### config.mk
export PLATFORM = sky130hd
export DESIGN_NAME = phy_pin_ctrl
export DESIGN_NICKNAME = d
export VERILOG_FILES = /design/src/rtl/phy_pin_pkg.sv /design/src/rtl/blink_gen.sv /design/src/rtl/phy_pin_ctrl.sv
export VERILOG_INCLUDE_DIRS = /design/src /design/src/rtl
export SDC_FILE = /design/constraint.sdc
export NUM_CORES = 1
export LEC_CHECK = 0
export ABC_AREA = 1
export BUFFER_PORTS_ARGS = -buffer_cell sky130_fd_sc_hd__buf_2
export CAP_MARGIN = 5
export CELL_PAD_IN_SITES_DETAIL_PLACEMENT = 0
export CELL_PAD_IN_SITES_GLOBAL_PLACEMENT = 1
export CORE_MARGIN = 2
export CORE_UTILIZATION = 47
export DETAILED_ROUTE_END_ITERATION = 16
export PLACE_DENSITY_LB_ADDON = 0.1
export SYNTH_ARGS = -nofsm -noshare
export SYNTH_HDL_FRONTEND = slang
export SYNTH_HIERARCHICAL = 1
export SYNTH_SLANG_ARGS = --single-unit
### constraint.sdc
create_clock -name clk_i -period 3.52 [get_ports clk_i]
set_clock_uncertainty 0.1 [all_clocks]
set_input_delay 0.528 -clock clk_i [delete_from_list [all_inputs] [get_ports clk_i]]
set_output_delay 0.528 -clock clk_i [all_outputs]
set_load 0.01 [all_outputs]
### src/rtl/phy_pin_defines.svh
`ifndef PHY_PIN_DEFINES_SVH
`define PHY_PIN_DEFINES_SVH
`define CLK_FREQ_HZ 100000000
`define RESET_TIME_US 1000
`define RESET_CYCLES ((`CLK_FREQ_HZ / 1000000) * `RESET_TIME_US + 1)
`define ACT_BLINK_HZ 10
`define COL_BLINK_HZ 20
`define ACT_HALF_CYCLES (`CLK_FREQ_HZ / (2 * `ACT_BLINK_HZ))
`define COL_HALF_CYCLES (`CLK_FREQ_HZ / (2 * `COL_BLINK_HZ))
`define STRAP_SPEED10_BIT 7
`define STRAP_ACT_BIT 6
`define STRAP_LINK_BIT 5
`define STRAP_DUPCOL_BIT 4
`define STRAP_SPEED100_BIT 3
`define STRAP_RESET_VAL 8'h00
`define MLT3_BYPASS_BIT 1
`define LOOPBACK_BIT 14
`define POWERDOWN_BIT 11
`define AUTONEG_BIT 12
`endif

### src/rtl/phy_pin_pkg.sv
package phy_pin_pkg;
	typedef struct packed {
		logic speed10;
		logic act;
		logic link;
		logic dupcol;
		logic speed100;
	} led_bus_t;
	typedef enum logic [1:0] {
		ST_HOLD = 2'b00,
		ST_WAIT = 2'b01,
		ST_RUN = 2'b11
	} rst_state_t;
endpackage

### src/rtl/blink_gen.sv
`timescale 1ns/1ps
`default_nettype none
module blink_gen #(
	parameter int HALF_CYCLES = 5000000
) (
	input wire logic clk_i,
	input wire logic rst_b_i,
	output logic blink_o
);
	logic [31:0] cnt_reg;
	logic blink_reg;
	always_ff @(posedge clk_i) begin
		if (!rst_b_i || cnt_reg == 32'(HALF_CYCLES - 1)) begin
			cnt_reg <= 32'h00000000;
		end else begin
			cnt_reg <= cnt_reg + 32'h00000001;
		end
	end
	always_ff @(posedge clk_i) begin
		if (!rst_b_i) begin
			blink_reg <= 1'b0;
		end else if (cnt_reg == 32'(HALF_CYCLES - 1)) begin
			blink_reg <= ~blink_reg;
		end
	end
	assign blink_o = blink_reg;
endmodule
`default_nettype wire

### src/rtl/phy_pin_ctrl.sv
`timescale 1ns/1ps
`default_nettype none
`include "phy_pin_defines.svh"
module phy_pin_ctrl
	import phy_pin_pkg::*;
#(
	parameter int RESET_CYCLES = `RESET_CYCLES,
	parameter int ACT_HALF = `ACT_HALF_CYCLES,
	parameter int COL_HALF = `COL_HALF_CYCLES
) (
	input wire logic clk_i,
	input wire logic rst_b_i,
	input wire logic pin_reset_b_i,
	input wire logic pin_pwrdwn_i,
	input wire logic config_in_a_i,
	input wire logic config_in_b_i,
	input wire logic autoneg_strap_i,
	input wire logic powerdown_bit_i,
	input wire logic speed_is_100_i,
	input wire logic link_good_i,
	input wire logic full_duplex_i,
	input wire logic activity_i,
	input wire logic collision_i,
	input wire led_bus_t led_pin_i,
	output led_bus_t led_pin_o,
	output led_bus_t led_pin_oe_o,
	output logic tx_pair_oe_o,
	output logic mii_isolate_o,
	output logic power_down_o,
	output logic reset_done_o,
	output logic [7:0] strap_latch_reg_o,
	output logic mlt3_bypass_o,
	output logic loopback_o,
	output logic [1:0] advert_sel_o,
	output logic advert_valid_o
);
	led_bus_t led_s1_reg, led_s2_reg, led_s3_reg;
	logic [2:0] rst_s_reg, pd_s_reg, cfa_s_reg, cfb_s_reg;
	logic pin_rst_b, pin_pd, cfg_a, cfg_b;
	rst_state_t state_reg;
	logic [31:0] rst_cnt_reg;
	logic [7:0] strap_reg;
	logic bypass_reg, loop_reg, ready_reg, pd_reg;
	logic act_blink, col_blink;
	led_bus_t led_reg;
	logic [1:0] advert_reg;
	logic advert_on_reg;

	// Three-stage sync; only agreeing stages 2 and 3 move the level
	always_ff @(posedge clk_i) begin
		if (!rst_b_i) begin
			rst_s_reg <= 3'h7;
			pd_s_reg <= 3'h0;
			cfa_s_reg <= 3'h0;
			cfb_s_reg <= 3'h0;
			led_s1_reg <= '0;
			led_s2_reg <= '0;
			led_s3_reg <= '0;
		end else begin
			rst_s_reg <= {rst_s_reg[1:0], pin_reset_b_i};
			pd_s_reg <= {pd_s_reg[1:0], pin_pwrdwn_i};
			cfa_s_reg <= {cfa_s_reg[1:0], config_in_a_i};
			cfb_s_reg <= {cfb_s_reg[1:0], config_in_b_i};
			led_s1_reg <= led_pin_i;
			led_s2_reg <= led_s1_reg;
			led_s3_reg <= led_s2_reg;
		end
	end
	always_ff @(posedge clk_i) begin
		if (!rst_b_i) begin
			pin_rst_b <= 1'b1;
			pin_pd <= 1'b0;
			cfg_a <= 1'b0;
			cfg_b <= 1'b0;
		end else begin
			if (rst_s_reg[1] == rst_s_reg[2]) pin_rst_b <= rst_s_reg[2];
			if (pd_s_reg[1] == pd_s_reg[2]) pin_pd <= pd_s_reg[2];
			if (cfa_s_reg[1] == cfa_s_reg[2]) cfg_a <= cfa_s_reg[2];
			if (cfb_s_reg[1] == cfb_s_reg[2]) cfg_b <= cfb_s_reg[2];
		end
	end

	// Power-up and pin reset share one timed hold; a pin low of two cycles or more restarts it
	always_ff @(posedge clk_i) begin
		if (!rst_b_i) begin
			state_reg <= ST_HOLD;
		end else if (!pin_rst_b) begin
			state_reg <= ST_HOLD;
		end else begin
			case (state_reg)
				ST_HOLD: begin
					state_reg <= ST_WAIT;
				end
				ST_WAIT: begin
					if (rst_cnt_reg == 32'(RESET_CYCLES - 1)) state_reg <= ST_RUN;
				end
				ST_RUN: begin
					state_reg <= ST_RUN;
				end
				default: begin
					state_reg <= ST_HOLD;
				end
			endcase
		end
	end
	always_ff @(posedge clk_i) begin
		if (!rst_b_i || state_reg != ST_WAIT || !pin_rst_b) begin
			rst_cnt_reg <= 32'h00000000;
		end else begin
			rst_cnt_reg <= rst_cnt_reg + 32'h00000001;
		end
	end
	always_ff @(posedge clk_i) begin
		if (!rst_b_i) begin
			ready_reg <= 1'b0;
		end else begin
			ready_reg <= (state_reg == ST_RUN) && pin_rst_b;
		end
	end

	// Strap bits follow the pins all through the timed hold; frozen on the way out
	// Pins still settling keep the last strap, so a slow pull never latches half-way
	always_ff @(posedge clk_i) begin
		if (!rst_b_i) begin
			strap_reg <= `STRAP_RESET_VAL;
		end else if (state_reg != ST_RUN && led_s2_reg == led_s3_reg) begin
			strap_reg[`STRAP_SPEED10_BIT] <= led_s3_reg.speed10;
			strap_reg[`STRAP_ACT_BIT] <= led_s3_reg.act;
			strap_reg[`STRAP_LINK_BIT] <= led_s3_reg.link;
			strap_reg[`STRAP_DUPCOL_BIT] <= led_s3_reg.dupcol;
			strap_reg[`STRAP_SPEED100_BIT] <= led_s3_reg.speed100;
		end
	end

	// Config bits track the inputs only with autoneg off
	always_ff @(posedge clk_i) begin
		if (!rst_b_i) begin
			bypass_reg <= 1'b0;
			loop_reg <= 1'b0;
		end else if (!autoneg_strap_i) begin
			bypass_reg <= cfg_a;
			loop_reg <= cfg_b;
		end else begin
			bypass_reg <= 1'b0;
			loop_reg <= 1'b0;
		end
	end

	always_ff @(posedge clk_i) begin
		if (!rst_b_i) begin
			pd_reg <= 1'b0;
		end else begin
			pd_reg <= pin_pd | powerdown_bit_i;
		end
	end

	always_ff @(posedge clk_i) begin
		if (!rst_b_i) begin
			advert_reg <= 2'h0;
			advert_on_reg <= 1'b0;
		end else begin
			advert_reg <= autoneg_strap_i ? {cfg_b, cfg_a} : 2'h0;
			advert_on_reg <= autoneg_strap_i;
		end
	end

	blink_gen #(.HALF_CYCLES(ACT_HALF)) u_act_blink (
		.clk_i(clk_i),
		.rst_b_i(rst_b_i),
		.blink_o(act_blink)
	);
	blink_gen #(.HALF_CYCLES(COL_HALF)) u_col_blink (
		.clk_i(clk_i),
		.rst_b_i(rst_b_i),
		.blink_o(col_blink)
	);

	always_ff @(posedge clk_i) begin
		if (!rst_b_i) begin
			led_reg <= '0;
		end else begin
			led_reg.speed10 <= !speed_is_100_i;
			led_reg.speed100 <= speed_is_100_i;
			led_reg.act <= activity_i & act_blink;
			led_reg.link <= link_good_i & (activity_i ? act_blink : 1'b1);
			led_reg.dupcol <= full_duplex_i | (collision_i & col_blink);
		end
	end

	assign led_pin_o = led_reg;
	assign led_pin_oe_o = (ready_reg && !pd_reg) ? 5'h1F : 5'h00;
	assign tx_pair_oe_o = ready_reg && !pd_reg;
	assign mii_isolate_o = pd_reg;
	assign power_down_o = pd_reg;
	assign reset_done_o = ready_reg;
	assign strap_latch_reg_o = strap_reg;
	assign mlt3_bypass_o = bypass_reg;
	assign loopback_o = loop_reg;
	assign advert_sel_o = advert_reg;
	assign advert_valid_o = advert_on_reg;
endmodule
`default_nettype wire

==> flow_summary.yaml, run 1 <==
timing:
  fmax_ghz: 0.526
  setup_tns_ns: 0
  slew_violations: 0
  finalHoldViolCount: 0
  worst_slack_ns: 1.62
  worst_slew_pin_slew_ns: 0.627
  min_period_over_period: 0.540
  slew_headroom: 0.580
  rsz0062_at_grt: "false"
  whs_ns: 0.181
  setup_violations: 0
  finalCriticalPeriod_ns: 1.90
yosys:
  async_reset_ff_frac: 0
  synth_edf_count: 0
  synthCells: 1144
  ys_seq_area_frac: 0.401
  yosys_warnings: 6
  syn_avg_cell_area_um2: 6.46
  ys_ff_latch: 148
  ys_types: 31
  syn_area_um2: 7390
  synth_flop_cell: "dfxtp_1"
layout:
  drive_gt1_frac: 0.108
  seq_area_um2: 2960
  final_nets: 1208
  fin_cells: 1410
  multi_input_area_um2: 3690
  syn_to_final_growth_pct: 11.6
  n_antenna_cell: 0
  num-fill-cells: 1589
detailed_routing:
  ant_nets: 0
  vias_per_cell: 4.65
  drtIter0Drc: 457
  routed_wl_um: 16700
  vias: 6556
  wl_per_cell_um: 11.8
  drc: 0
  first_pass_iters: 5
setup_path:
  cp.arrival_ns: 2.09
  cp-end-kind: "register"
  cp_max_fo: 31
  startpoint_type: "register"
  crit_required_ns: 3.71
  setup.worst_path.class: "reg -> reg"
clock_network:
  cts_resized: 0
  clock_sinks: 148
  cts.clk_slew.worst_paths_ns: 0.06
  clkLatencyLatePin_ns: 0.42
  htree_levels: 4
  clockBufferDepth: 2
  cts-root-buf: "clkbuf_16"
  cts_tree: "built"
  hold_buffers: 0
  post-cts-setup-buffers: 0
  cts_buffers: 17
place:
  routabilityCongestion: 0.872
  post-place-ws_ns: 1.57
  numPortBuffers: 41
  place_inst: 1378
  hpwl_um: 12500
power_and_ir_drop:
  power.switching_mw: 0.868
  ir_drop_mv: 0.350
  combPwrFrac: 0.035
  power_density_nw_per_um2: 429
  leakage_nw: 3.24
  p_sw_frac: 0.245
  p_int_mw: 2.67
  clockPowerShare: 0.479
  pwr-share-seq: 0.486
  p_total_mw: 3.54
die:
  initial_utilization: 0.484
  core.rowCount: 45
  die_h_um: 129
  dieArea_um2: 16700
  coreArea_um2: 15300
  fp.dieW_um: 129
  io_pins: 45
min_path:
  hp-class: "in -> reg"
global_routing:
  grt_overflow: 0
  grt_use_total: 0.210
  grt_antenna_before_repair: 0
  grt_pass1_wl_um: 27700
  grt_max_degree: 37
  grt_pass1_vias: 5787
flow_run:
  max-cap-violations: 0
outcome:
  status: "finished, final reports clean"
[final cells by class]
| class | instances | area share |
|---|---|---|
| multi-input combinational | 825 | 0.447 |
| timing repair buffer | 42 | 0.0258 |
| sequential | 148 | 0.359 |
| clock inverter | 14 | 0.0149 |
| tap | 211 | 0.0320 |
| clock buffer | 18 | 0.0520 |
| inverter | 152 | 0.0692 |
[cell usage after synthesis (3+ instances only)]
library cell | n | share of area
clkbuf_1 | 3 | 0.0015
nor2_1 | 240 | 0.12
o21bai_1 | 3 | 0.0030
nand2_2 | 11 | 0.0093
inv_1 | 147 | 0.075
inv_2 | 4 | 0.0020
xnor2_1 | 7 | 0.0083
a21oi_2 | 3 | 0.0036
buf_4 | 10 | 0.010
nand3_1 | 58 | 0.039
nor2_2 | 16 | 0.014
xor2_1 | 15 | 0.018
buf_6 | 8 | 0.012
nand4_1 | 6 | 0.0051
o21ai_0 | 18 | 0.012
nand2_1 | 360 | 0.18
dfxtp_1 | 148 | 0.40
a21oi_1 | 47 | 0.032
ha_1 | 4 | 0.0068
or2_2 | 4 | 0.0034
nor2_4 | 14 | 0.021
nor3_1 | 5 | 0.0034
[through the flow]
step,area [um2],util
global route,8250,0.541
finish,8250,0.541
CTS,8250,0.541
global placement,7700,0.504
detailed placement,7700,0.504
floorplan,7400,-
[placed cells by master (no fill, tap or decap), drive strengths merged]
cell,count
xnor2,7
clkinv,5
nor3b,1
a21oi,50
dfxtp,148
inv,158
nand3b,2
o21bai,3
ha,4
nand2,373
nand3,60
o21ai,20
nand4,6
xor2,15
buf,42
clkbuf,18
clkinvlp,3
conb,3
or2,5
nor3,5
nor2,271
[critical path, stage by stage (launching register included)]
cell	delay, ns
dfxtp_1	0.37
ha_1	0.21
nand2_2	0.09
nor2_4	0.14
nand3_1	0.09
nor2_1	0.10
nand2_1	0.09
nand2_2	0.48
nor2_1	0.10
[worst paths after layout]
kind	start	endpoint	slack, ns	cells after the start
hold / removal	speed_is_100_i	led_pin_o[4]	0.18	2
setup reg to reg	u_col_blink/cnt_reg[0]	u_col_blink/cnt_reg[24]	1.62	8
setup / recovery	u_col_blink/cnt_reg[0]	u_col_blink/cnt_reg[24]	1.62	8
hold reg to reg	pd_s_reg[0]	pd_s_reg[1]	0.31	2
[logic make-up (layout without fill, tap and decap cells)]
group / after synthesis / after routing / synth area share
DFF: 148 / 148 / 0.401
adders and majority gates: 4 / 4 / 0.00677
xor gates and xnor gates: 22 / 22 / 0.0261
AOI/OAI and AO/OA: 73 / 73 / 0.0520
buffers and inverters: 173 / 226 / 0.101
other: 1 / 3 / 0.000508
and+or+nand+nor: 723 / 723 / 0.413
[power by group through the flow]
stage	clock network [mW]	registers (mW)	logic, mW
after floorplan	0	1.76	0.0934
after global placement	0	1.76	0.124
after detailed placement	0	1.76	0.125
after CTS	1.74	1.72	0.127
after global routing	1.82	1.72	0.143
final	1.70	1.72	0.124
[metal layers]
layer / global-route usage / routed length (um)
met5: 0 / 0
met2: 0.328 / 7340
met3: 0.0462 / 575
met4: 0.0646 / 225
met1: 0.291 / 8520
Power figures use the tool's default switching activity.
==> run 2, diff against run 1 <==
--- a/config.mk
+++ b/config.mk
@@ -12,7 +12,7 @@
 export CELL_PAD_IN_SITES_DETAIL_PLACEMENT = 0
 export CELL_PAD_IN_SITES_GLOBAL_PLACEMENT = 1
 export CORE_MARGIN = 2
-export CORE_UTILIZATION = 47
+export CORE_UTILIZATION = 39
 export DETAILED_ROUTE_END_ITERATION = 16
 export PLACE_DENSITY_LB_ADDON = 0.1
 export SYNTH_ARGS = -nofsm -noshare
==> constraint.sdc (replaced) <==
create_clock -name clk_i -period 1.6 [get_ports clk_i]
set_clock_uncertainty 0.1 [all_clocks]
set_input_delay 0.24 -clock clk_i [delete_from_list [all_inputs] [get_ports clk_i]]
set_output_delay 0.24 -clock clk_i [all_outputs]
set_load 0.01 [all_outputs]
==> run 2 against run 1 <==
Net effect:
- wire length up 12%
- critical path type unchanged
- combinational power grew to 3.3 times the previous value
- largest cell class unchanged
- fmax increased by 21%
- flip-flop and latch count is the same
- cell area rose by 11%
- power rose by 130%
- core utilization down 4.7 points
- clock-buffer cell count down 1
- largest power group is now clock
- final cell count up 5.2%
==> flow_summary.yaml, run 2 (same netlist as run 1, synthesis figures left out) <==
setup_path:
  startpoint_type: "register"
  cp_max_fo: 6
  cp_slowest_cell: "dfxtp_2"
  cp_cell_sequence: "ha_4 > nand2_4 > nor2_4 > nand3_2 > nor2_2 > nand2_2 > nand2_8 > clkbuf_16 > nor2_2"
  rr_worst_depth: 9
  crit_required_ns: 1.82
  critPathMostFrequentCell: "nor2_2"
  setup.worst_path.class: "reg -> reg"
  r2r_start: "u_col_blink/cnt_reg[1]"
  cp-end-kind: "register"
  cp.arrival_ns: 1.80
  r2r_slack_ns: 0.02
  slowest_delay_ns: 0.35
  timing.rr.end: "u_col_blink/cnt_reg[4]"
clock_network:
  cts_buffers: 17
  cts-root-buf: "clkbuf_16"
  cts_tree: "built"
  clockBufferDepth: 2
  clock_sinks: 148
  cts.clk_slew.worst_paths_ns: 0.07
  clkLatencyLatePin_ns: 0.44
  htree_levels: 4
global_routing:
  grt_overflow: 0
  grt_pass1_vias: 6176
  grt_use_total: 0.187
  grt_max_degree: 38
  grt_antenna_before_repair: 0
  grt_pass1_wl_um: 29700
layout:
  num-fill-cells: 1979
  syn_to_final_growth_pct: 24.4
  seq_area_um2: 2970
  multi_input_area_um2: 3970
  final_nets: 1259
  fin_cells: 1484
  layout.cells.most_common_list: "nand2_1 (354), nor2_1 (207), inv_1 (146)"
  n_antenna_cell: 0
  drive_gt1_frac: 0.186
  final_common_cell: "nand2_1"
timing:
  fmax_ghz: 0.634
  min_period_over_period: 0.985
  slew_violations: 0
  setup_violations: 0
  finalHoldViolCount: 0
  rsz0062_at_grt: "true"
  finalCriticalPeriod_ns: 1.58
  setup_tns_ns: 0
die:
  dieArea_um2: 20100
  coreArea_um2: 18600
  fp.dieW_um: 142
  initial_utilization: 0.396
  core.rowCount: 50
  io_pins: 45
  die_h_um: 142
outcome:
  status: "finished, final reports clean"
min_path:
  hp-class: "in -> reg"
  hold_depth: 3
  worstHoldStart: "collision_i"
  hold_end: "led_pin_o[1]"
detailed_routing:
  drtIter0Drc: 342
  routed_wl_um: 18600
  vias: 6738
  drc: 0
  first_pass_iters: 7
  wl_per_cell_um: 12.5
  vias_per_cell: 4.54
  ant_nets: 0
power_and_ir_drop:
  leakage_nw: 3.63
  power_density_nw_per_um2: 902
  ir_drop_mv: 0.703
flow_run:
  max-cap-violations: 0
place:
  numPortBuffers: 41
  hpwl_um: 13600
  routabilityCongestion: 0.847
  place_inst: 1429
run 2: changes by cell type in the layout (fill, tap and decap cells not counted), sizes merged:
cell	change
dlygate4sd3	+15
inv	+2
clkinvlp	-2
bufinv	+1
buf	+31
clkbuf	+4
run 2: how the worst max path moves through the flow:
stage | slack [ns] | endpoint | cells past startpoint | startpoint
4_1_cts | 0.004 | u_act_blink/cnt_reg[30] | 9 | u_act_blink/cnt_reg[0]
2_1_floorplan | 0.08 | u_act_blink/cnt_reg[16] | 9 | u_act_blink/cnt_reg[0]
6_report | 0.02 | u_col_blink/cnt_reg[4] | 9 | u_col_blink/cnt_reg[1]
5_1_grt | -0.07 | u_col_blink/cnt_reg[4] | 9 | u_col_blink/cnt_reg[1]
3_5_place_dp | 0.02 | u_col_blink/cnt_reg[27] | 9 | u_col_blink/cnt_reg[1]
3_3_place_gp | 0.02 | u_col_blink/cnt_reg[14] | 9 | u_col_blink/cnt_reg[0]
run 2: routing by layer:
metal  vias to the layer above  global-route usage  wire length, um
li1                       3649                   -                -
met1                      2966               0.259             9540
met2                       104               0.292             8170
met3                        19              0.0415              636
met4                         0              0.0542              269
met5                         -                   0                0
run 2: layout make-up:
type,count,area share
multi-input cells,825,0.432
flip-flops and latches,148,0.324
repair buffers,93,0.0847
inverters,152,0.0621
clock buffers,17,0.0463
well taps,234,0.0318
clock inverters,15,0.0197
run 2: worst max-delay path: cells and delay by family, from the launching register on:
family | cells | cell delay, ns
simple gates | 7 | 0.68
flops | 1 | 0.35
buf+inv | 1 | 0.18
fa+ha+maj | 1 | 0.15
run 2: report_power, final:
part	total [mW]	internal, mW	leakage [nW]	switching (mW)
Sequential	3.79	3.75	1.20	0.0345
Combinational	0.409	0.185	2.14	0.224
Clock	4.09	2.24	0.294	1.85
run 2: what timing repair did:
| action | in CTS | in global routing |
|---|---|---|
| resized for setup | 0 | 88 |
| endpoints found under the hold margin | 17 | 0 |
| endpoints found under the setup margin | 0 | 81 |
| buffers inserted | 0 | 2 |
| hold buffers | 15 | 0 |
run 2: per-stage QoR:
stage | hold slack (ns) | total power [mW] | area (um2) | utilization | worst slack, ns
2_1_floorplan | 0.212 | 4.08 | 7400 | - | 0.0832
3_3_place_gp | 0.293 | 4.18 | 7990 | 0.428 | 0.0237
3_5_place_dp | 0.297 | 4.18 | 7990 | 0.428 | 0.0165
4_1_cts | 0.00338 | 8.34 | 8740 | 0.469 | 0.00427
5_1_grt | 0.0421 | 8.61 | 9190 | 0.493 | -0.0706
6_report | 0.0222 | 8.29 | 9190 | 0.493 | 0.0235
==> run 3, diff against run 2 <==
--- a/config.mk
+++ b/config.mk
@@ -13,8 +13,10 @@
 export CELL_PAD_IN_SITES_GLOBAL_PLACEMENT = 1
 export CORE_MARGIN = 2
 export CORE_UTILIZATION = 39
+export CTS_BUF_LIST = sky130_fd_sc_hd__clkbuf_8 sky130_fd_sc_hd__clkbuf_16
 export DETAILED_ROUTE_END_ITERATION = 16
 export PLACE_DENSITY_LB_ADDON = 0.1
+export SKIP_LAST_GASP = 1
 export SYNTH_ARGS = -nofsm -noshare
 export SYNTH_HDL_FRONTEND = slang
 export SYNTH_HIERARCHICAL = 1
==> constraint.sdc (replaced) <==
create_clock -name clk_i -period 1.6 [get_ports clk_i]
set_clock_uncertainty 0.1 [all_clocks]
set_input_delay 0.16 -clock clk_i [delete_from_list [all_inputs] [get_ports clk_i]]
set_output_delay 0.16 -clock clk_i [all_outputs]
set_load 0.01 [all_outputs]
==> run 3 against run 2 <==
Net effect:
- first-iteration DRC count decreased by 6.1%
- non-clock buffer count is 2 higher
- via count increased by 0.55%
- final cell count increased by 0.13%
- setup slack improved by 0.0013 ns
- power about the same
- critical endpoint unchanged
- largest cell class unchanged
==> flow_summary.yaml, run 3 (same netlist as run 1, synthesis figures left out) <==
setup_path:
  crit_family: "simple AND/OR/NAND/NOR gates"
  crit_required_ns: 1.83
  crit_path_start: "u_col_blink/cnt_reg[1]"
  cp_max_fo: 6
  cp-end-kind: "register"
  critPathMostFrequentCell: "nor2_2"
  cp_slowest_cell: "dfxtp_2"
  r2r_start: "u_col_blink/cnt_reg[1]"
  path_buf_inv: 1
  setup.worst_path.class: "reg -> reg"
  slowest_delay_ns: 0.35
  startpoint_type: "register"
  cp_cell_sequence: "ha_4 > nand2_4 > nor2_4 > nand3_2 > nor2_2 > nand2_2 > nand2_8 > clkbuf_16 > nor2_2"
  cp.arrival_ns: 1.80
layout:
  drive_gt1_frac: 0.184
  layout.cells.most_common_list: "nand2_1 (354), nor2_1 (209), inv_1 (146)"
  seq_area_um2: 2970
  syn_to_final_growth_pct: 24.7
  n_antenna_cell: 0
  num-fill-cells: 1970
  final_nets: 1261
  final_common_cell: "nand2_1"
  multi_input_area_um2: 3970
die:
  fp.dieW_um: 142
  coreArea_um2: 18600
  die_h_um: 142
  dieArea_um2: 20100
  io_pins: 45
  core.rowCount: 50
  initial_utilization: 0.396
power_and_ir_drop:
  p_sw_frac: 0.255
  p_int_mw: 6.18
  ir_drop_mv: 0.702
  power.switching_mw: 2.11
  pwr-share-seq: 0.457
  p_total_mw: 8.29
  power_density_nw_per_um2: 900
  clockPowerShare: 0.493
  combPwrFrac: 0.050
  leakage_nw: 3.64
timing:
  fmax_ghz: 0.635
  min_period_over_period: 0.985
  slew_violations: 0
  finalHoldViolCount: 0
  setup_violations: 0
  finalCriticalPeriod_ns: 1.58
  rsz0062_at_grt: "true"
  whs_ns: 0.311
place:
  numPortBuffers: 41
  routabilityCongestion: 0.847
  hpwl_um: 13600
detailed_routing:
  first_pass_iters: 7
  drc: 0
  drtIter0Drc: 321
  vias: 6775
  ant_nets: 0
  routed_wl_um: 18700
  wl_per_cell_um: 12.6
  vias_per_cell: 4.56
clock_network:
  cts.clk_slew.worst_paths_ns: 0.07
  clockBufferDepth: 2
  cts-root-buf: "clkbuf_16"
  cts_buffers: 17
  htree_levels: 4
  clkLatencyLatePin_ns: 0.43
  clock_sinks: 148
  cts_tree: "built"
outcome:
  status: "finished, final reports clean"
global_routing:
  met3_usage: 0.0415
  busiest_layer: "met2"
  grt_pass1_wl_um: 29800
  grt_overflow: 0
  grt_use_total: 0.187
  met1_usage: 0.259
  grt_antenna_before_repair: 0
  grt_pass1_vias: 6194
  met2_usage: 0.294
  grt_max_degree: 38
min_path:
  hp-class: "reg -> reg"
  worstHoldStart: "led_s1_reg[2]"
flow_run:
  max-cap-violations: 0
[run 3: cell types whose count changed in the layout (fill, tap and decap cells not counted), sizes merged]
cell | before | now
dlygate4sd3 | 15 | 17
[run 3: worst paths after layout]
| check | endpoint | slack, ns | cells past startpoint |
|---|---|---|---|
| worst min-delay path | led_s2_reg[2] | 0.31 | 2 |
| worst max-delay path | u_col_blink/cnt_reg[4] | 0.02 | 9 |
| worst max register to register | u_col_blink/cnt_reg[4] | 0.02 | 9 |
| worst min register to register | led_s2_reg[2] | 0.31 | 2 |
[run 3: through the flow]
step	util	worst slack [ns]	instance area, um2	std cells	setup TNS [ns]
after floorplan	-	0.0832	7400	1146	0
after global placement	0.428	0.0237	7990	1429	0
after detailed placement	0.428	0.0165	7990	1429	0
after CTS	0.470	0.00427	8760	1478	0
after global routing	0.494	-0.0706	9210	1486	-1.80
final	0.494	0.0248	9210	1486	0
[run 3: power by group through the flow]
stage | clock network (mW) | registers (mW) | logic, mW
6_report | 4.09 | 3.79 | 0.414
5_1_grt | 4.35 | 3.79 | 0.467
4_1_cts | 4.21 | 3.78 | 0.353
3_5_place_dp | 0 | 3.86 | 0.319
3_3_place_gp | 0 | 3.86 | 0.320
2_1_floorplan | 0 | 3.87 | 0.205
[run 3: per-layer routing]
| metal | routed length [um] | vias up | share of wire |
|---|---|---|---|
| li1 | - | 3651 | - |
| met1 | 9560 | 2989 | 0.51 |
| met2 | 8200 | 115 | 0.44 |
| met3 | 623 | 20 | 0.033 |
| met4 | 268 | 0 | 0.014 |
| met5 | 0 | - | 0 |
[run 3: tightest hold or removal path, delay by kind of cell, from the launching register on]
family | cells | cell delay [ns]
buffers and inverters | 1 | 0.04
AND/OR/NAND/NOR | 1 | 0.04
flip-flops | 1 | 0.31
[run 3: repair_timing]
| item | 4_1_cts | 5_1_grt |
|---|---|---|
| endpoints found under the setup margin | 0 | 75 |
| setup buffers | 0 | 2 |
| resized for setup | 0 | 86 |
| endpoints found under the hold margin | 23 | 0 |
| hold buffers | 17 | 0 |
[run 3: cell type report]
type                            count  area share
Clock buffer                       17      0.0462
Multi-Input combinational cell    825       0.431
Sequential cell                   148       0.323
Timing Repair Buffer               95      0.0870
Tap cell                          234      0.0318
Inverter                          152      0.0619
Clock inverter                     15      0.0197
